**config.mk**
```make
export PLATFORM = sky130hd
export DESIGN_NAME = copper_link_status_register
export DESIGN_NICKNAME = d
export VERILOG_FILES = /design/src/copper_status_pkg.sv /design/src/copper_link_status_register.sv /design/src/sticky_bits.sv
export SDC_FILE = /design/constraint.sdc
export NUM_CORES = 1
export LEC_CHECK = 0
export BUFFER_PORTS_ARGS = -buffer_cell sky130_fd_sc_hd__buf_2
export CORE_ASPECT_RATIO = 1.25
export CORE_UTILIZATION = 54
export CTS_CLUSTER_DIAMETER = 50
export CTS_CLUSTER_SIZE = 16
export DETAILED_ROUTE_END_ITERATION = 10
export HOLD_SLACK_MARGIN = 0.08
export PLACE_DENSITY = 0.94
export SYNTH_ARGS = -nofsm -noshare
export SYNTH_HDL_FRONTEND = slang
export SYNTH_SLANG_ARGS = --single-unit
```
**constraint.sdc**
```tcl
create_clock -name clk_i -period 2.7 [get_ports clk_i]
set_input_delay 0.135 -clock clk_i [delete_from_list [all_inputs] [get_ports clk_i]]
set_output_delay 0.135 -clock clk_i [all_outputs]
set_load 0.005 [all_outputs]
```
**src/copper_status_pkg.sv**
```systemverilog
// Constants, field positions and reset values of the copper link status block.
package copper_status_pkg;

  // ---------------------------------------------------------------------
  // Bus geometry
  // ---------------------------------------------------------------------
  localparam int ADR_W  = 8;
  localparam int DATA_W = 32;
  localparam int SEL_W  = 4;
  localparam int REG_W  = 16;
  localparam int IDX_W  = 6;
  localparam int IDX_LO = 2;

  // ---------------------------------------------------------------------
  // Register indices; the byte address is four times the index
  // ---------------------------------------------------------------------
  localparam logic [IDX_W-1:0] IDX_CTRL     = 6'h10;
  localparam logic [IDX_W-1:0] IDX_STATUS   = 6'h11;
  localparam logic [IDX_W-1:0] IDX_IRQ_MASK = 6'h12;
  localparam logic [IDX_W-1:0] IDX_IRQ_STAT = 6'h13;

  // ---------------------------------------------------------------------
  // Status register fields
  // ---------------------------------------------------------------------
  localparam int SPD_HI      = 15;
  localparam int SPD_LO      = 14;
  localparam int DUPLEX      = 13;
  localparam int PAGE        = 12;
  localparam int RESOLVED    = 11;
  localparam int LINK_RT     = 10;
  localparam int TX_PAUSE    = 9;
  localparam int RX_PAUSE    = 8;
  localparam int MDIX        = 6;
  localparam int SLEEP       = 4;
  localparam int GLOBAL_LINK = 3;
  localparam int POLARITY    = 1;
  localparam int JABBER      = 0;

  // ---------------------------------------------------------------------
  // Control register fields
  // ---------------------------------------------------------------------
  localparam int SOFT_RST = 15;
  localparam int AN_EN    = 12;
  localparam int XOVER_HI = 6;
  localparam int XOVER_LO = 5;
  localparam int POL_DIS  = 1;

  // ---------------------------------------------------------------------
  // Encodings and reset values
  // ---------------------------------------------------------------------
  typedef logic [1:0] speed_t;
  localparam speed_t SPEED_10   = 2'h0;
  localparam speed_t SPEED_100  = 2'h1;
  localparam speed_t SPEED_1000 = 2'h2;
  localparam speed_t SPEED_RST  = SPEED_1000;

  typedef logic [1:0] xover_t;
  localparam xover_t XOVER_MDI  = 2'h0;
  localparam xover_t XOVER_MDIX = 2'h1;
  localparam xover_t XOVER_RSVD = 2'h2;
  localparam xover_t XOVER_AUTO = 2'h3;
  localparam xover_t XOVER_RST  = XOVER_AUTO;

  localparam logic             MDIX_RST       = 1'b1;
  localparam logic [REG_W-1:0] STATUS_RST     = 16'h8040;
  localparam logic [REG_W-1:0] CTRL_RST       = 16'h1060;
  localparam logic [REG_W-1:0] CTRL_WR_MASK   = 16'h1062;
  localparam logic [REG_W-1:0] IRQ_EVENT_MASK = 16'hbc53;
  localparam logic [REG_W-1:0] REG_ZERO       = 16'h0000;

endpackage

```
**src/copper_link_status_register.sv**
```systemverilog
// Copper link status register with control, interrupt and Wishbone slave.
`timescale 1ns/1ps

// Notes on behaviour
// - Speed at bits 15:14: 00 10M, 01 100M, 10 1000M; reset 10.
// - Speed, duplex, pause, crossover fields valid only while bit 11 is 1.
// - Bit 11 is 1 when negotiation is done or off; resets clear it.
// - Bit 13 shows duplex: 1 full, 0 half.
// - Bit 12 latches high when a page arrives; both resets clear it.
// - Bit 10 follows the live copper link state without latching.
// - Bits 9 and 8 show transmit and receive pause; they steer nothing.
// - Bit 6 shows MDIX 1 or MDI 0, reset 1; mirrors manual setting.
// - A written crossover mode takes effect only at the next software reset.
// - Bit 4 is 1 while the port sleeps, 0 while active.
// - Bit 3 shows global link status, 1 when the copper link is up.
// - Bit 1 is live receive polarity, 1 reversed; reversal can be disabled.
// - Bit 0 is 1 while jabber is detected.
// - With reversal disabled, 10 Mbps operation reports normal polarity.
// - Crossover 00 manual MDI, 01 manual MDIX, 11 automatic, 10 reserved.
module copper_link_status_register
  import copper_status_pkg::*;
(
  input  wire logic              clk_i,
  input  wire logic              rst_i,
  // Wishbone classic slave
  input  wire logic              wb_cyc_i,
  input  wire logic              wb_stb_i,
  input  wire logic              wb_we_i,
  input  wire logic [ADR_W-1:0]  wb_adr_i,
  input  wire logic [SEL_W-1:0]  wb_sel_i,
  input  wire logic [DATA_W-1:0] wb_dat_i,
  output logic      [DATA_W-1:0] wb_dat_o,
  output logic                   wb_ack_o,
  // Results from the negotiation, link and crossover engines
  input  wire logic              an_done_i,
  input  wire logic [1:0]        speed_i,
  input  wire logic              full_duplex_i,
  input  wire logic              tx_pause_i,
  input  wire logic              rx_pause_i,
  input  wire logic              page_rx_i,
  input  wire logic              link_up_i,
  input  wire logic              mdix_det_i,
  input  wire logic              sleep_i,
  input  wire logic              pol_reversed_i,
  input  wire logic              jabber_i,
  // Settings in effect and interrupt
  output logic      [1:0]        xover_mode_o,
  output logic                   pol_rev_dis_o,
  output logic                   an_enable_o,
  output logic                   soft_rst_o,
  output logic                   irq_o
);

  // ---------------------------------------------------------------------
  // Declarations
  // ---------------------------------------------------------------------
  logic             [REG_W-1:0] ctrl;
  logic             [REG_W-1:0] irq_mask;
  logic             [REG_W-1:0] irq_stat;
  logic             [REG_W-1:0] stat;
  logic             [REG_W-1:0] next_stat;
  logic             [REG_W-1:0] next_ev;
  logic             [REG_W-1:0] irq_rd_clr;
  logic             [REG_W-1:0] wr_val;
  logic             [REG_W-1:0] rd_val;
  logic             [IDX_W-1:0] idx;
  speed_t                       speed;
  xover_t                       next_xover;
  logic                         duplex;
  logic                         tx_pause;
  logic                         rx_pause;
  logic                         mdix;
  logic                         next_mdix;
  logic                         resolved;
  logic                         capture;
  logic                         page_flag;
  logic                         page_rd_clr;
  logic                         pol_shown;
  logic                         req;
  logic                         take;
  logic                         wr;
  logic                         rd;

  // ---------------------------------------------------------------------
  // Bus handshake
  // ---------------------------------------------------------------------
  assign req  = wb_cyc_i & wb_stb_i;
  assign take = req & wb_ack_o;
  assign wr   = take & wb_we_i;
  assign rd   = take & ~wb_we_i;
  assign idx  = wb_adr_i[IDX_LO +: IDX_W];

  // Every access is answered one cycle after it is presented.
  always_ff @(posedge clk_i) begin
    if (rst_i) begin
      wb_ack_o <= 1'b0;
    end else begin
      wb_ack_o <= req & ~wb_ack_o;
    end
  end

  // Read data is captured with the answer; unmapped indices read zero.
  always_comb begin
    rd_val = REG_ZERO;
    if (idx == IDX_CTRL) begin
      rd_val = ctrl;
    end else if (idx == IDX_STATUS) begin
      rd_val = stat;
    end else if (idx == IDX_IRQ_MASK) begin
      rd_val = irq_mask;
    end else if (idx == IDX_IRQ_STAT) begin
      rd_val = irq_stat;
    end
  end

  always_ff @(posedge clk_i) begin
    if (rst_i) begin
      wb_dat_o <= '0;
    end else if (req && !wb_ack_o) begin
      wb_dat_o <= {{(DATA_W-REG_W){1'b0}}, rd_val};
    end
  end

  // ---------------------------------------------------------------------
  // Byte lane merge for writes
  // ---------------------------------------------------------------------
  function automatic logic [REG_W-1:0] merge(
    input logic [REG_W-1:0]  old_v,
    input logic [DATA_W-1:0] dat,
    input logic [SEL_W-1:0]  sel
  );
    logic [REG_W-1:0] v;
    v = old_v;
    if (sel[0]) begin
      v[7:0] = dat[7:0];
    end
    if (sel[1]) begin
      v[15:8] = dat[15:8];
    end
    return v;
  endfunction

  assign wr_val = merge(ctrl, wb_dat_i, wb_sel_i);

  // ---------------------------------------------------------------------
  // Control register and software reset
  // ---------------------------------------------------------------------
  // The reset request bit is self clearing and always reads zero.
  always_ff @(posedge clk_i) begin
    if (rst_i) begin
      ctrl <= CTRL_RST;
    end else if (wr && idx == IDX_CTRL) begin
      ctrl <= wr_val & CTRL_WR_MASK;
    end
  end

  always_ff @(posedge clk_i) begin
    if (rst_i) begin
      soft_rst_o <= 1'b0;
    end else begin
      soft_rst_o <= wr && idx == IDX_CTRL && wr_val[SOFT_RST];
    end
  end

  // The stored mode is applied only by a software reset, because a
  // crossover change mid-link would disrupt traffic.
  always_comb begin
    next_xover = xover_mode_o;
    if (ctrl[XOVER_HI:XOVER_LO] != XOVER_RSVD) begin
      next_xover = ctrl[XOVER_HI:XOVER_LO];
    end
  end

  always_ff @(posedge clk_i) begin
    if (rst_i) begin
      xover_mode_o <= XOVER_RST;
    end else if (soft_rst_o) begin
      xover_mode_o <= next_xover;
    end
  end

  always_ff @(posedge clk_i) begin
    if (rst_i) begin
      pol_rev_dis_o <= 1'b0;
    end else begin
      pol_rev_dis_o <= ctrl[POL_DIS];
    end
  end

  always_ff @(posedge clk_i) begin
    if (rst_i) begin
      an_enable_o <= 1'b1;
    end else begin
      an_enable_o <= ctrl[AN_EN];
    end
  end

  // ---------------------------------------------------------------------
  // Resolution results
  // ---------------------------------------------------------------------
  // Results track the engine only while they are valid, and keep their
  // last value through a software reset.
  assign capture = ~ctrl[AN_EN] | an_done_i;

  always_ff @(posedge clk_i) begin
    if (rst_i || soft_rst_o) begin
      resolved <= 1'b0;
    end else begin
      resolved <= capture;
    end
  end

  // Manual modes mirror the selected setting; auto reports the engine.
  assign next_mdix = (xover_mode_o == XOVER_AUTO) ? mdix_det_i
                                                  : xover_mode_o[0];

  always_ff @(posedge clk_i) begin
    if (rst_i) begin
      speed <= SPEED_RST;
    end else if (capture) begin
      speed <= speed_i;
    end
  end

  always_ff @(posedge clk_i) begin
    if (rst_i) begin
      duplex <= 1'b0;
    end else if (capture) begin
      duplex <= full_duplex_i;
    end
  end

  // Pause results are only reported; nothing in the block acts on them.
  always_ff @(posedge clk_i) begin
    if (rst_i) begin
      tx_pause <= 1'b0;
      rx_pause <= 1'b0;
    end else if (capture) begin
      tx_pause <= tx_pause_i;
      rx_pause <= rx_pause_i;
    end
  end

  always_ff @(posedge clk_i) begin
    if (rst_i) begin
      mdix <= MDIX_RST;
    end else if (capture) begin
      mdix <= next_mdix;
    end
  end

  // ---------------------------------------------------------------------
  // Page received flag
  // ---------------------------------------------------------------------
  // Only a flag that was seen as set by the read is cleared.
  assign page_rd_clr = rd && idx == IDX_STATUS && wb_dat_o[PAGE];

  sticky_bits #(
    .W (1)
  ) u_page (
    .clk_i    (clk_i),
    .rst_i    (rst_i),
    .clear_i  (soft_rst_o),
    .set_i    (page_rx_i),
    .rd_clr_i (page_rd_clr),
    .q_o      (page_flag)
  );

  // ---------------------------------------------------------------------
  // Status word
  // ---------------------------------------------------------------------
  // With reversal disabled the 10 Mbps receiver is forced to normal.
  assign pol_shown = pol_reversed_i &
                     ~(ctrl[POL_DIS] && speed == SPEED_10);

  always_comb begin
    next_stat              = REG_ZERO;
    next_stat[SPD_HI:SPD_LO] = speed;
    next_stat[DUPLEX]      = duplex;
    next_stat[PAGE]        = page_flag;
    next_stat[RESOLVED]    = resolved;
    next_stat[LINK_RT]     = link_up_i;
    next_stat[TX_PAUSE]    = tx_pause;
    next_stat[RX_PAUSE]    = rx_pause;
    next_stat[MDIX]        = mdix;
    next_stat[SLEEP]       = sleep_i;
    next_stat[GLOBAL_LINK] = link_up_i;
    next_stat[POLARITY]    = pol_shown;
    next_stat[JABBER]      = jabber_i;
  end

  // Live fields lag their inputs by one cycle through this register.
  always_ff @(posedge clk_i) begin
    if (rst_i) begin
      stat <= STATUS_RST;
    end else begin
      stat <= next_stat;
    end
  end

  // ---------------------------------------------------------------------
  // Interrupt status and mask
  // ---------------------------------------------------------------------
  // Events sit at the position of the status field they watch.
  always_comb begin
    next_ev         = (next_stat ^ stat) & IRQ_EVENT_MASK;
    next_ev[SPD_HI] = next_stat[SPD_HI] != stat[SPD_HI] ||
                      next_stat[SPD_LO] != stat[SPD_LO];
    next_ev[PAGE]   = page_rx_i;
    next_ev[RESOLVED] = next_stat[RESOLVED] & ~stat[RESOLVED];
  end

  assign irq_rd_clr = (rd && idx == IDX_IRQ_STAT) ? wb_dat_o[REG_W-1:0]
                                                   : REG_ZERO;

  sticky_bits #(
    .W (REG_W)
  ) u_irq (
    .clk_i    (clk_i),
    .rst_i    (rst_i),
    .clear_i  (1'b0),
    .set_i    (next_ev),
    .rd_clr_i (irq_rd_clr),
    .q_o      (irq_stat)
  );

  always_ff @(posedge clk_i) begin
    if (rst_i) begin
      irq_mask <= REG_ZERO;
    end else if (wr && idx == IDX_IRQ_MASK) begin
      irq_mask <= merge(irq_mask, wb_dat_i, wb_sel_i) & IRQ_EVENT_MASK;
    end
  end

  always_ff @(posedge clk_i) begin
    if (rst_i) begin
      irq_o <= 1'b0;
    end else begin
      irq_o <= |(irq_stat & irq_mask);
    end
  end

endmodule

```
**src/sticky_bits.sv**
```systemverilog
// Sticky flags set by hardware events and cleared by a read or a reset.
`timescale 1ns/1ps
module sticky_bits #(
  parameter int W = 1
) (
  input  wire logic         clk_i,
  input  wire logic         rst_i,
  input  wire logic         clear_i,
  input  wire logic [W-1:0] set_i,
  input  wire logic [W-1:0] rd_clr_i,
  output logic      [W-1:0] q_o
);

  // A set in the cycle of a read clear wins, so no event is lost.
  always_ff @(posedge clk_i) begin
    if (rst_i || clear_i) begin
      q_o <= '0;
    end else begin
      q_o <= set_i | (q_o & ~rd_clr_i);
    end
  end

endmodule

```
# ---- Word level (Yosys, flattened, before mapping)
# Cells that the tools add are included.
dict set report word_totals {
  input_bits 61
  reg_bits 76
  elab_cells 75
}
dict set report op_classes {
  n_reduce_logical 18
  mux 7
  n_bitwise 21
  n_eq_ne 8
}
# operator n
set op_table {}
lappend op_table {{$mux W16} 5}
lappend op_table {{$and A16 B16 Y16} 2}
lappend op_table {{$eq A6 B5 Y1 const B} 4}
lappend op_table {{$not A16 Y16} 1}
lappend op_table {{$or A16 B16 Y16} 1}
lappend op_table {{$reduce_or A16 Y1} 1}
lappend op_table {{$xor A14 B14 Y14} 1}
lappend op_table {{$reduce_and A2 Y1} 5}
lappend op_table {{$and A1 B1 Y1} 8}
lappend op_table {{$logic_and A1 B1 Y1} 8}
lappend op_table {{$mux W8} 1}
lappend op_table {{$not A1 Y1} 6}
lappend op_table {{$eq A2 B2 Y1 const B} 1}
lappend op_table {{$logic_not A2 Y1} 1}
lappend op_table {{$logic_or A1 B1 Y1} 2}
lappend op_table {{$ne A1 B1 Y1} 2}
lappend op_table {{$ne A2 B2 Y1 const B} 1}
lappend op_table {{$or A1 B1 Y1} 2}
lappend op_table {{$logic_not A1 Y1} 1}
lappend op_table {{$mux W1} 1}

# ---- Longest topological paths before layout
# Gate-level depths: netlist of the first run.
dict set report logic_depth {
  depth_word 8
  mapped_depth 5
  mapped_depth_nobuf 3
}

# ---- Hierarchy
# Synthesis of the first run repeated with hierarchy kept, for this count alone.
dict set report unflattened {
  hier_cells 347
  hier_area_um2 3273.1
}
# mod cells_per_inst area_each_um2 seq_area_each_um2 instances
set by_module_without_submodules {}
lappend by_module_without_submodules {copper_link_status_register 276 2585.0 1101.1 1}
lappend by_module_without_submodules {{sticky_bits (u_irq)} 67 643.1 320.3 1}
lappend by_module_without_submodules {{sticky_bits (u_page)} 4 45.0 20.0 1}

# ---- Worst setup path after synthesis of the first run
# No wires, ideal clock.
dict set report synth_path {
  path_type {input to register}
  from {input port wb_adr_i[5]}
  to {register irq_mask[10]}
  required_time_ns 2.628
  path_slack_ns 1.223
  n_path_buf 1
  stages 4
  setup_ns 0.072
  arrival_ns 1.405
  cell_sequence {or4b_1 > buf_6 > nor4_4 > mux2i_1}
}
dict set report synth_via {
  elab_chain_len 3
}
# item line_no
set synth_lines {}
lappend synth_lines {{start: declaration} copper_link_status_register.sv:29} ;# input wire logic [ADR_W-1:0] wb_adr_i,
lappend synth_lines {{$eq A6 B5 Y1} copper_link_status_register.sv:330} ;# end else if (wr && idx == IDX_IRQ_MASK) begin
lappend synth_lines {{$logic_and A1 B1 Y1} copper_link_status_register.sv:330}
lappend synth_lines {{$reduce_and A2 Y1 (no line)} n/a}
lappend synth_lines {{end signal: assignment} copper_link_status_register.sv:331} ;# irq_mask <= merge(irq_mask, wb_dat_i, wb_sel_i) & IRQ_EVENT_MASK;
lappend synth_lines {{end: declaration} copper_link_status_register.sv:58} ;# logic [REG_W-1:0] irq_mask;
# Every way passes these cells.
# A chain may end at the register's enable or synchronous reset.

# ---- Final worst setup path of the first run
dict set report layout_path {
  from {register ctrl[12]}
  to {register speed[1]}
}
dict set report layout_via {
  elab_chain_len 2
}
# item line_no
set layout_lines {}
lappend layout_lines {{start: declaration} copper_link_status_register.sv:57} ;# logic [REG_W-1:0] ctrl;
lappend layout_lines {{start signal: assignment} copper_link_status_register.sv:153} ;# ctrl <= wr_val & CTRL_WR_MASK;
lappend layout_lines {{$not A1 Y1} copper_link_status_register.sv:203} ;# assign capture = ~ctrl[AN_EN] | an_done_i;
lappend layout_lines {{$or A1 B1 Y1} copper_link_status_register.sv:203}
lappend layout_lines {{end signal: assignment} copper_link_status_register.sv:221} ;# speed <= speed_i;
lappend layout_lines {{end: declaration} copper_link_status_register.sv:67} ;# speed_t speed;
# Every way passes these cells.

==> results of run 1 <==
==> registers in the layout, summed over array words and instances, names as in the netlist, 2 cells and up <==
register / cells
xover_mode_o: 2
speed: 2
wb_dat_o: 16
irq_mask: 9
u_irq.q_o: 16
ctrl: 4
stat: 12
==> per-layer routing <==
| layer | wire length, um | up-vias | GRT usage |
|---|---|---|---|
| met5 | 0 | - | 0 |
| met4 | 302 | 0 | 0.182 |
| met3 | 587 | 34 | 0.0640 |
| met2 | 3680 | 169 | 0.432 |
| met1 | 2940 | 1257 | 0.308 |
| li1 | - | 1254 | - |
==> layout make-up <==
| cell class | instances | area [sq um] |
|---|---|---|
| multi-input combinational | 217 | 1430 |
| tap | 64 | 80.1 |
| sequential | 72 | 1440 |
| timing repair buffer | 83 | 531 |
| clock buffer | 10 | 128 |
| clock inverter | 6 | 115 |
| fill | 409 | 1690 |
| inverter | 17 | 63.8 |
==> layout by cell type (no fill, tap or decap), types with 2 or more instances in the layout <==
master,count
sky130_fd_sc_hd__dfxtp_1,72
sky130_fd_sc_hd__buf_2,57
sky130_fd_sc_hd__nand2_1,38
sky130_fd_sc_hd__a21oi_1,23
sky130_fd_sc_hd__nor2_1,20
sky130_fd_sc_hd__dlygate4sd3_1,20
sky130_fd_sc_hd__mux2i_1,18
sky130_fd_sc_hd__inv_1,17
sky130_fd_sc_hd__conb_1,16
sky130_fd_sc_hd__nor2b_1,14
sky130_fd_sc_hd__mux2_2,10
sky130_fd_sc_hd__o21ai_0,10
sky130_fd_sc_hd__clkbuf_8,9
sky130_fd_sc_hd__nand4_1,8
sky130_fd_sc_hd__a22oi_1,7
sky130_fd_sc_hd__o32ai_1,6
sky130_fd_sc_hd__buf_4,6
sky130_fd_sc_hd__xor2_1,5
sky130_fd_sc_hd__mux4_2,3
sky130_fd_sc_hd__a32o_1,3
sky130_fd_sc_hd__bufinv_16,3
sky130_fd_sc_hd__nand2b_1,2
sky130_fd_sc_hd__nor4_4,2
sky130_fd_sc_hd__nor3_1,2
sky130_fd_sc_hd__xnor2_1,2
sky130_fd_sc_hd__o41ai_1,2
sky130_fd_sc_hd__a31oi_1,2
sky130_fd_sc_hd__and4_1,2
sky130_fd_sc_hd__or2_2,2
==> worst reg2reg max path: cells and delay by family (launching register included) <==
family | cells | cell delay (ps)
and+or+nand+nor | 2 | 830
muxes | 1 | 290
DFF | 1 | 370
==> synthesized netlist by cell type, types with 2 or more instances <==
cell,count,area (sq um)
sky130_fd_sc_hd__a21oi_1,23,115
sky130_fd_sc_hd__a22oi_1,7,52.6
sky130_fd_sc_hd__a31oi_1,2,12.5
sky130_fd_sc_hd__a32o_1,3,30.0
sky130_fd_sc_hd__and4_1,2,17.5
sky130_fd_sc_hd__buf_2,2,10.0
sky130_fd_sc_hd__buf_4,17,128
sky130_fd_sc_hd__clkbuf_1,15,56.3
sky130_fd_sc_hd__dfxtp_1,72,1440
sky130_fd_sc_hd__inv_1,17,63.8
sky130_fd_sc_hd__mux2_2,10,113
sky130_fd_sc_hd__mux2i_1,18,180
sky130_fd_sc_hd__mux4_2,3,67.6
sky130_fd_sc_hd__nand2_1,38,143
sky130_fd_sc_hd__nand2b_1,2,12.5
sky130_fd_sc_hd__nand4_1,8,50.1
sky130_fd_sc_hd__nor2_1,20,75.1
sky130_fd_sc_hd__nor2b_1,14,87.6
sky130_fd_sc_hd__nor3_1,2,10.0
sky130_fd_sc_hd__nor4_4,2,42.5
sky130_fd_sc_hd__o21ai_0,10,50.1
sky130_fd_sc_hd__o32ai_1,6,52.6
sky130_fd_sc_hd__o41ai_1,2,17.5
sky130_fd_sc_hd__or2_2,2,12.5
sky130_fd_sc_hd__xnor2_1,2,17.5
sky130_fd_sc_hd__xor2_1,5,43.8
==> how the worst max path moves through the flow <==
stage / slack [ps] / endpoint / start
after floorplan: 1220 / irq_mask[10]$_SDFFE_PP0P_ / wb_adr_i[5]
after global placement: 920 / irq_mask[1]$_SDFFE_PP0P_ / wb_adr_i[5]
after detailed placement: 860 / irq_mask[11]$_SDFFE_PP0P_ / wb_adr_i[5]
after CTS: 1070 / speed[1]$_SDFFE_PP1P_ / ctrl[12]$_SDFFE_PP1P_
after global routing: 1010 / speed[1]$_SDFFE_PP1P_ / ctrl[12]$_SDFFE_PP1P_
final: 1100 / speed[1]$_SDFFE_PP1P_ / ctrl[12]$_SDFFE_PP1P_
==> report_power, final <==
group / switching, W / total (W) / internal [W]
clock network: 0.000413 / 0.00103 / 0.000618
logic: 0.000102 / 0.000190 / 0.0000879
registers: 0.0000226 / 0.00111 / 0.00109
total: 0.000538 / 0.00234 / 0.00180
==> logic make-up (layout without fill, tap and decap cells) <==
kind of cell | Yosys count | after routing | share of synthesized area
AO/OA/AOI/OAI | 61 | 61 | 0.129
XOR/XNOR | 7 | 7 | 0.0198
buffers and inverters | 53 | 116 | 0.0883
flip-flops | 72 | 72 | 0.467
multiplexers | 31 | 31 | 0.117
other | 1 | 16 | 0.00121
AND/OR/NAND/NOR | 102 | 102 | 0.178
==> through the flow <==
stage | hold slack (ps) | area (sq um) | cells
5_1_grt | 112 | 3790 | 469
6_report | 99.6 | 3790 | 469
3_5_place_dp | 377 | 3350 | 433
3_3_place_gp | 353 | 3350 | 433
2_1_floorplan | 260 | 3150 | 342
4_1_cts | 98.2 | 3790 | 469
==> what timing repair did <==
item / CTS / global route
hold buffers: 20 / 0
buffers inserted: 0 / 0
endpoints found under the hold margin: 23 / 0
==> summary by stage, run 1 <==
Status
The flow ran to the end, and the final reports show no timing, DRC or antenna violations.

Critical path
The cell with the largest stage delay on the worst path is sky130_fd_sc_hd__nor2b_1. In this design, the stage delay of the slowest critical-path cell is 750 ps. The top fanout value on the critical path is 8. The signal on the critical path passes through nor2b_1, mux2i_1, nand2_1.

In this run the critical register-to-register path is captured at speed[1]$_SDFFE_PP1P_. The number of buffers and inverters on the critical path is 0. Across all register-to-register paths, the minimum setup slack is roughly 1100 ps. The arrival time of the worst setup path is 1830 ps. In this run the number of cells on the critical path is 3.

The required time at the worst-slack endpoint is around 3000 ps. The worst register-to-register path begins at ctrl[12]$_SDFFE_PP1P_. For the worst flop-to-flop path, the logic depth is 3. The worst setup path is captured at a register. STA classifies the critical path startpoint as a register. The classification of the worst setup path is reg2reg.

The kind of cell with the highest combined delay along the critical path is simple AND/OR/NAND/NOR gates.

Yosys
The sequential cell area fraction in the yosys report is 0.467. During synthesis, Yosys emitted a total of 0 warnings. The number of different library cells in the post-synthesis netlist is 49. In the synthesized netlist, the number of instances is 327.

The number of synthesized register bits is 72. The share of synthesized registers carrying an async set or reset is 0. The cell area after synthesis is 0.00309 sq mm. In the synthesized netlist the dominant register cell turns out to be sky130_fd_sc_hd__dfxtp_1. The number of enable flip-flop cells after synthesis is 0. Averaged over all synthesized cells, the footprint is 9.45 sq um.

Place
After legalization and detailed placement, the total HPWL measured 4940 um. The count of buffers added on input and output ports is 57. The worst slack at placement is about 860 ps. The congestion estimate from routability-driven global placement came to slightly above 0.8.

Finish
The core occupancy in the finished layout is 0.692. In the final layout, the share of cells above drive strength 1 is 0.242. The number of diodes added for antenna fixing is 0.

From synthesis to final layout, the design area changed by 22.7%. The number of nets in the layout is around 460.

Drt
Dividing the detail-routed via count by the number of cells gives around 5.8. The detailed router finished its first iteration with 347 violations. The first TritonRoute pass finished after 6 iterations. The total length of routed wires is about 7500 um. In the routed design, unresolved DRC markers number 0. The routed length per placed instance is 16.0 um. Detailed routing inserted a total of between 2000 and 3000 vias. The residual antenna-violating net count after detailed routing is 0.

STA
The fmax is 625 MHz. For the final database, setup skew stands at around 13 ps. The pin slew with the least headroom to its limit is roughly 920 ps. Setup slack closes at ~1100 ps. In the finished design, the share of the clock period the worst path needs comes to 0.592. The number of hold violations in the final report is 0. The minimum clock period is around 1600 ps.

The final sum of negative setup slack is 0 ps. The number of max-slew violations in the final report is 0. Setup repair after global routing left no endpoint under its margin. The worst-case headroom to the max-slew limit is 0.388. Setup violations remaining at the end of the flow were counted as 0.

Clock network
After clock tree synthesis, the clock-pin slew on the worst setup and hold paths is approximately 80 ps. For the worst-skew pair, the clock arrives at the later sink with an insertion delay of between 300 and 400 ps. The post-cts sizing count is 0. The number of clock buffers added by TritonCTS is 9. The clock sink count is just over 70. CTS built an H-tree with a depth of 3.

The buffer depth of the longest clock path is 2. TritonCTS built the clock tree. The clock root buffer is sky130_fd_sc_hd__clkbuf_8.

Power and ir drop
Total power for the finished layout comes to 0.00234 W. The leakage power of the design is 1.60 nW. Power spread over the standard cell area amounts to roughly 620 mW/mm^2. The peak supply drop is roughly 410 uV.

Global routing
The pin count of the biggest net entering global routing is 46. The remaining global-route overflow is 0. The first global-routing pass estimated roughly 12000 um of wire. The number of antenna violations at the first check in global routing is 0. The via count of the first global-routing pass is 2636. The global-route total usage across every layer is 0.264.

Die
The horizontal extent of the die is 69.7 um. The number of rows created at floorplan is 30. For this configuration, the core starts out at a cell density of 0.564. The die boundary height is 86.6 um. The die covers 0.00603 sq mm. The region available for standard cell placement spans around 0.0055 sq mm. The number of ports placed on the die boundary is 100.

Hold path
In this run the worst hold path is classified as in2reg. The launch instance of the worst min-delay path is mdix_det_i. The hold-critical path depth is 3.

The path with the worst hold slack has its endpoint at mdix$_SDFFE_PP1P_.

Run
Across the run, the number of max-cap violations was 0.
No activity file was read; power rests on OpenSTA's default activity.
==> run 2, diff against run 1 <==
- CORE_UTILIZATION: 54 -> 45
- PLACE_DENSITY: 0.94 -> 0.85
- clock period: 2.7 -> 1.39 ns (I/O delays scaled with it)
==> summary by stage, run 2 (synthesis results as in run 1) <==
Hold path
The tightest min-delay check is of the in2reg type.

Global routing
After global routing the overflow that remains totals 0. The global-route total usage across every layer is 0.226. The first global-routing pass estimated approximately 12000 um of wire. The pin count of the biggest net entering global routing is 36. The via count of the first global-routing pass is 2628. The number of antenna violations at the first check in global routing is 0.

Power and ir drop
Of the total power, the clock network draws 0.425. IR analysis of the VDD net gives a maximum drop of between 700 and 800 uV. The share of total power consumed by net switching is 0.231. Of the total power, registers draw 0.485. The power density over the cells is approximately 1100 mW/mm^2. The net switching power is 0.00103 W. The total internal power is 0.00343 W.

The total power is roughly 0.0045 W. For this design the static power due to leakage is 1.69 nW. The logic gate share of total power is 0.090.

Clock network
The number of buffers created by CTS is 9. The clock tree from TritonCTS is done. The clock sink count is about 70.

For the worst-skew pair, the clock arrives at the later sink with an insertion delay of about 360 ps. Clock tree synthesis selected as its root buffer the cell sky130_fd_sc_hd__clkbuf_8. The longest clock path from root to sink contains 2 buffers. The deepest level of the CTS H-tree is 3.

Post-CTS timing repair inserted 0 buffers for setup. After clock tree synthesis, the clock-pin slew on the worst setup and hold paths is 80 ps.

Die
The placeable core region is 0.00661 sq mm. For this configuration, the core starts out at a cell density of 0.468. The number of ports placed on the die boundary is 100. The floorplan step set the die height to between 90 and 100 um.

Row generation in the floorplan step produced 33 rows. The die is 76.1 um wide. The die covers ~0.0072 sq mm.

Critical path
The kind of capture point of the worst setup path is a register. The element type at the critical path start is a register. STA puts the critical path data arrival time at 1640 ps. The required time at the worst-slack endpoint is 1680 ps. Of all nets on the critical path, the largest fanout is 6. The classification of the worst setup path is reg2reg.

STA
The fmax is between 700 and 800 MHz. Setup repair after global routing could not meet its margin everywhere. The number of hold violations in the final report came to 0. The number of max-slew violations in the final report is 0. Setup violations remaining at the end of the flow were counted as 0. Hold timing on the final database bottoms out at a slack of between 200 and 250 ps.

The clock skew after layout is approximately 10 ps. The routed design could run at a clock period as short as between 1000 and 1500 ps. Dividing the final minimum period by the clock period gives 0.974.

Finish
The top cell types in the final layout, fill and taps aside, are sky130_fd_sc_hd__dfxtp_1, sky130_fd_sc_hd__buf_2, sky130_fd_sc_hd__nand2_1. After the last flow step, the layout net total stands at ~480. The number of diodes added for antenna fixing is 0.

The count of placed standard cells in the final layout, fillers left out is 510. The synthesis-to-layout area growth is 28.8%. Of the cells placed in the final design, the portion with a size suffix greater than 1 is 0.274. The largest registers in the layout are u_irq.q_o: 16 flops, wb_dat_o: 16 flops, stat: 12 flops.

The most frequent standard cell in the layout excluding fill and tap cells is sky130_fd_sc_hd__dfxtp_1.

Place
The HPWL reported at the end of detailed placement is roughly 5300 um. The count of input and output buffers is 57. The last weighted congestion value of the routability-driven placer is 0.821. In this run, placement finished with an instance count of 471.

Drt
The total iterations of the first detailed-routing run is 5. The number of remaining DRC errors is 0. The DRC marker count from the first detailed-route iteration is approximately 150. In the final routed layout, each cell accounts on average for between 10 and 15 um. The total length of routed wires is between 7000 and 8000 um.

The detail-routed via count per cell is 5.19. The via count is about 2600. The residual antenna-violating net count after detailed routing is 0.

Run
The max-cap violation count is 0.

Status
The flow ran to the end, and the final reports show no timing, DRC or antenna violations.
==> run 2: cell type report <==
class	instances	area, sq um
multi-input combinational	217	1440
fill	595	2630
inverter	17	67.6
clock inverter	4	76.3
timing repair buffer	101	689
clock buffer	12	155
tap	87	109
sequential	72	1450
==> run 2: stage by stage <==
stage / setup TNS (ps) / setup WS, ps / instance area (sq um) / util
final: 0 / 36.0 / 3980 / 0.602
after detailed placement: -2090 / -144 / 3500 / 0.530
after global placement: -1500 / -86.1 / 3500 / 0.530
after CTS: 0 / 15.6 / 3970 / 0.601
after global routing: -191 / -42.7 / 3980 / 0.602
after floorplan: -27.2 / -5.45 / 3150 / -
==> run 2: worst max-delay path, stage by stage (launching register included) <==
cell and delay (ps):
sky130_fd_sc_hd__dfxtp_4 360, sky130_fd_sc_hd__nand4_1 210, sky130_fd_sc_hd__nor4_4 350, sky130_fd_sc_hd__buf_4 190, sky130_fd_sc_hd__mux2i_1 180
==> run 2: layer usage <==
metal | routed length, um | global-route usage | up-vias
met5 | 0 | 0 | -
met1 | 3070 | 0.249 | 1238
met2 | 3780 | 0.386 | 90
met3 | 451 | 0.0589 | 22
li1 | - | - | 1296
met4 | 276 | 0.152 | 0
==> run 2: what timing repair did <==
item / CTS / global route
endpoints found under the setup margin: 9 / 14
pin swaps: 2 / 1
resized for setup: 1 / 3
hold buffers: 23 / 0
endpoints found under the hold margin: 32 / 0
==> run 2: power groups by stage <==
stage	Sequential (W)	Combinational (W)	Clock, W
5_1_grt	0.00217	0.000440	0.00202
2_1_floorplan	0.00220	0.000247	0
4_1_cts	0.00216	0.000400	0.00192
3_5_place_dp	0.00221	0.000348	0
3_3_place_gp	0.00221	0.000334	0
6_report	0.00216	0.000402	0.00190
==> run 2: worst paths after layout <==
path,start,endpoint,slack (ps),depth (start not counted)
max reg2reg,wb_ack_o$_SDFF_PP0_,irq_mask[0]$_SDFFE_PP0P_,40,4
max,wb_ack_o$_SDFF_PP0_,irq_mask[0]$_SDFFE_PP0P_,40,4
min reg2reg,u_irq.q_o[14]$_SDFF_PP0_,u_irq.q_o[14]$_SDFF_PP0_,440,2
min,an_done_i,mdix$_SDFFE_PP1P_,210,4
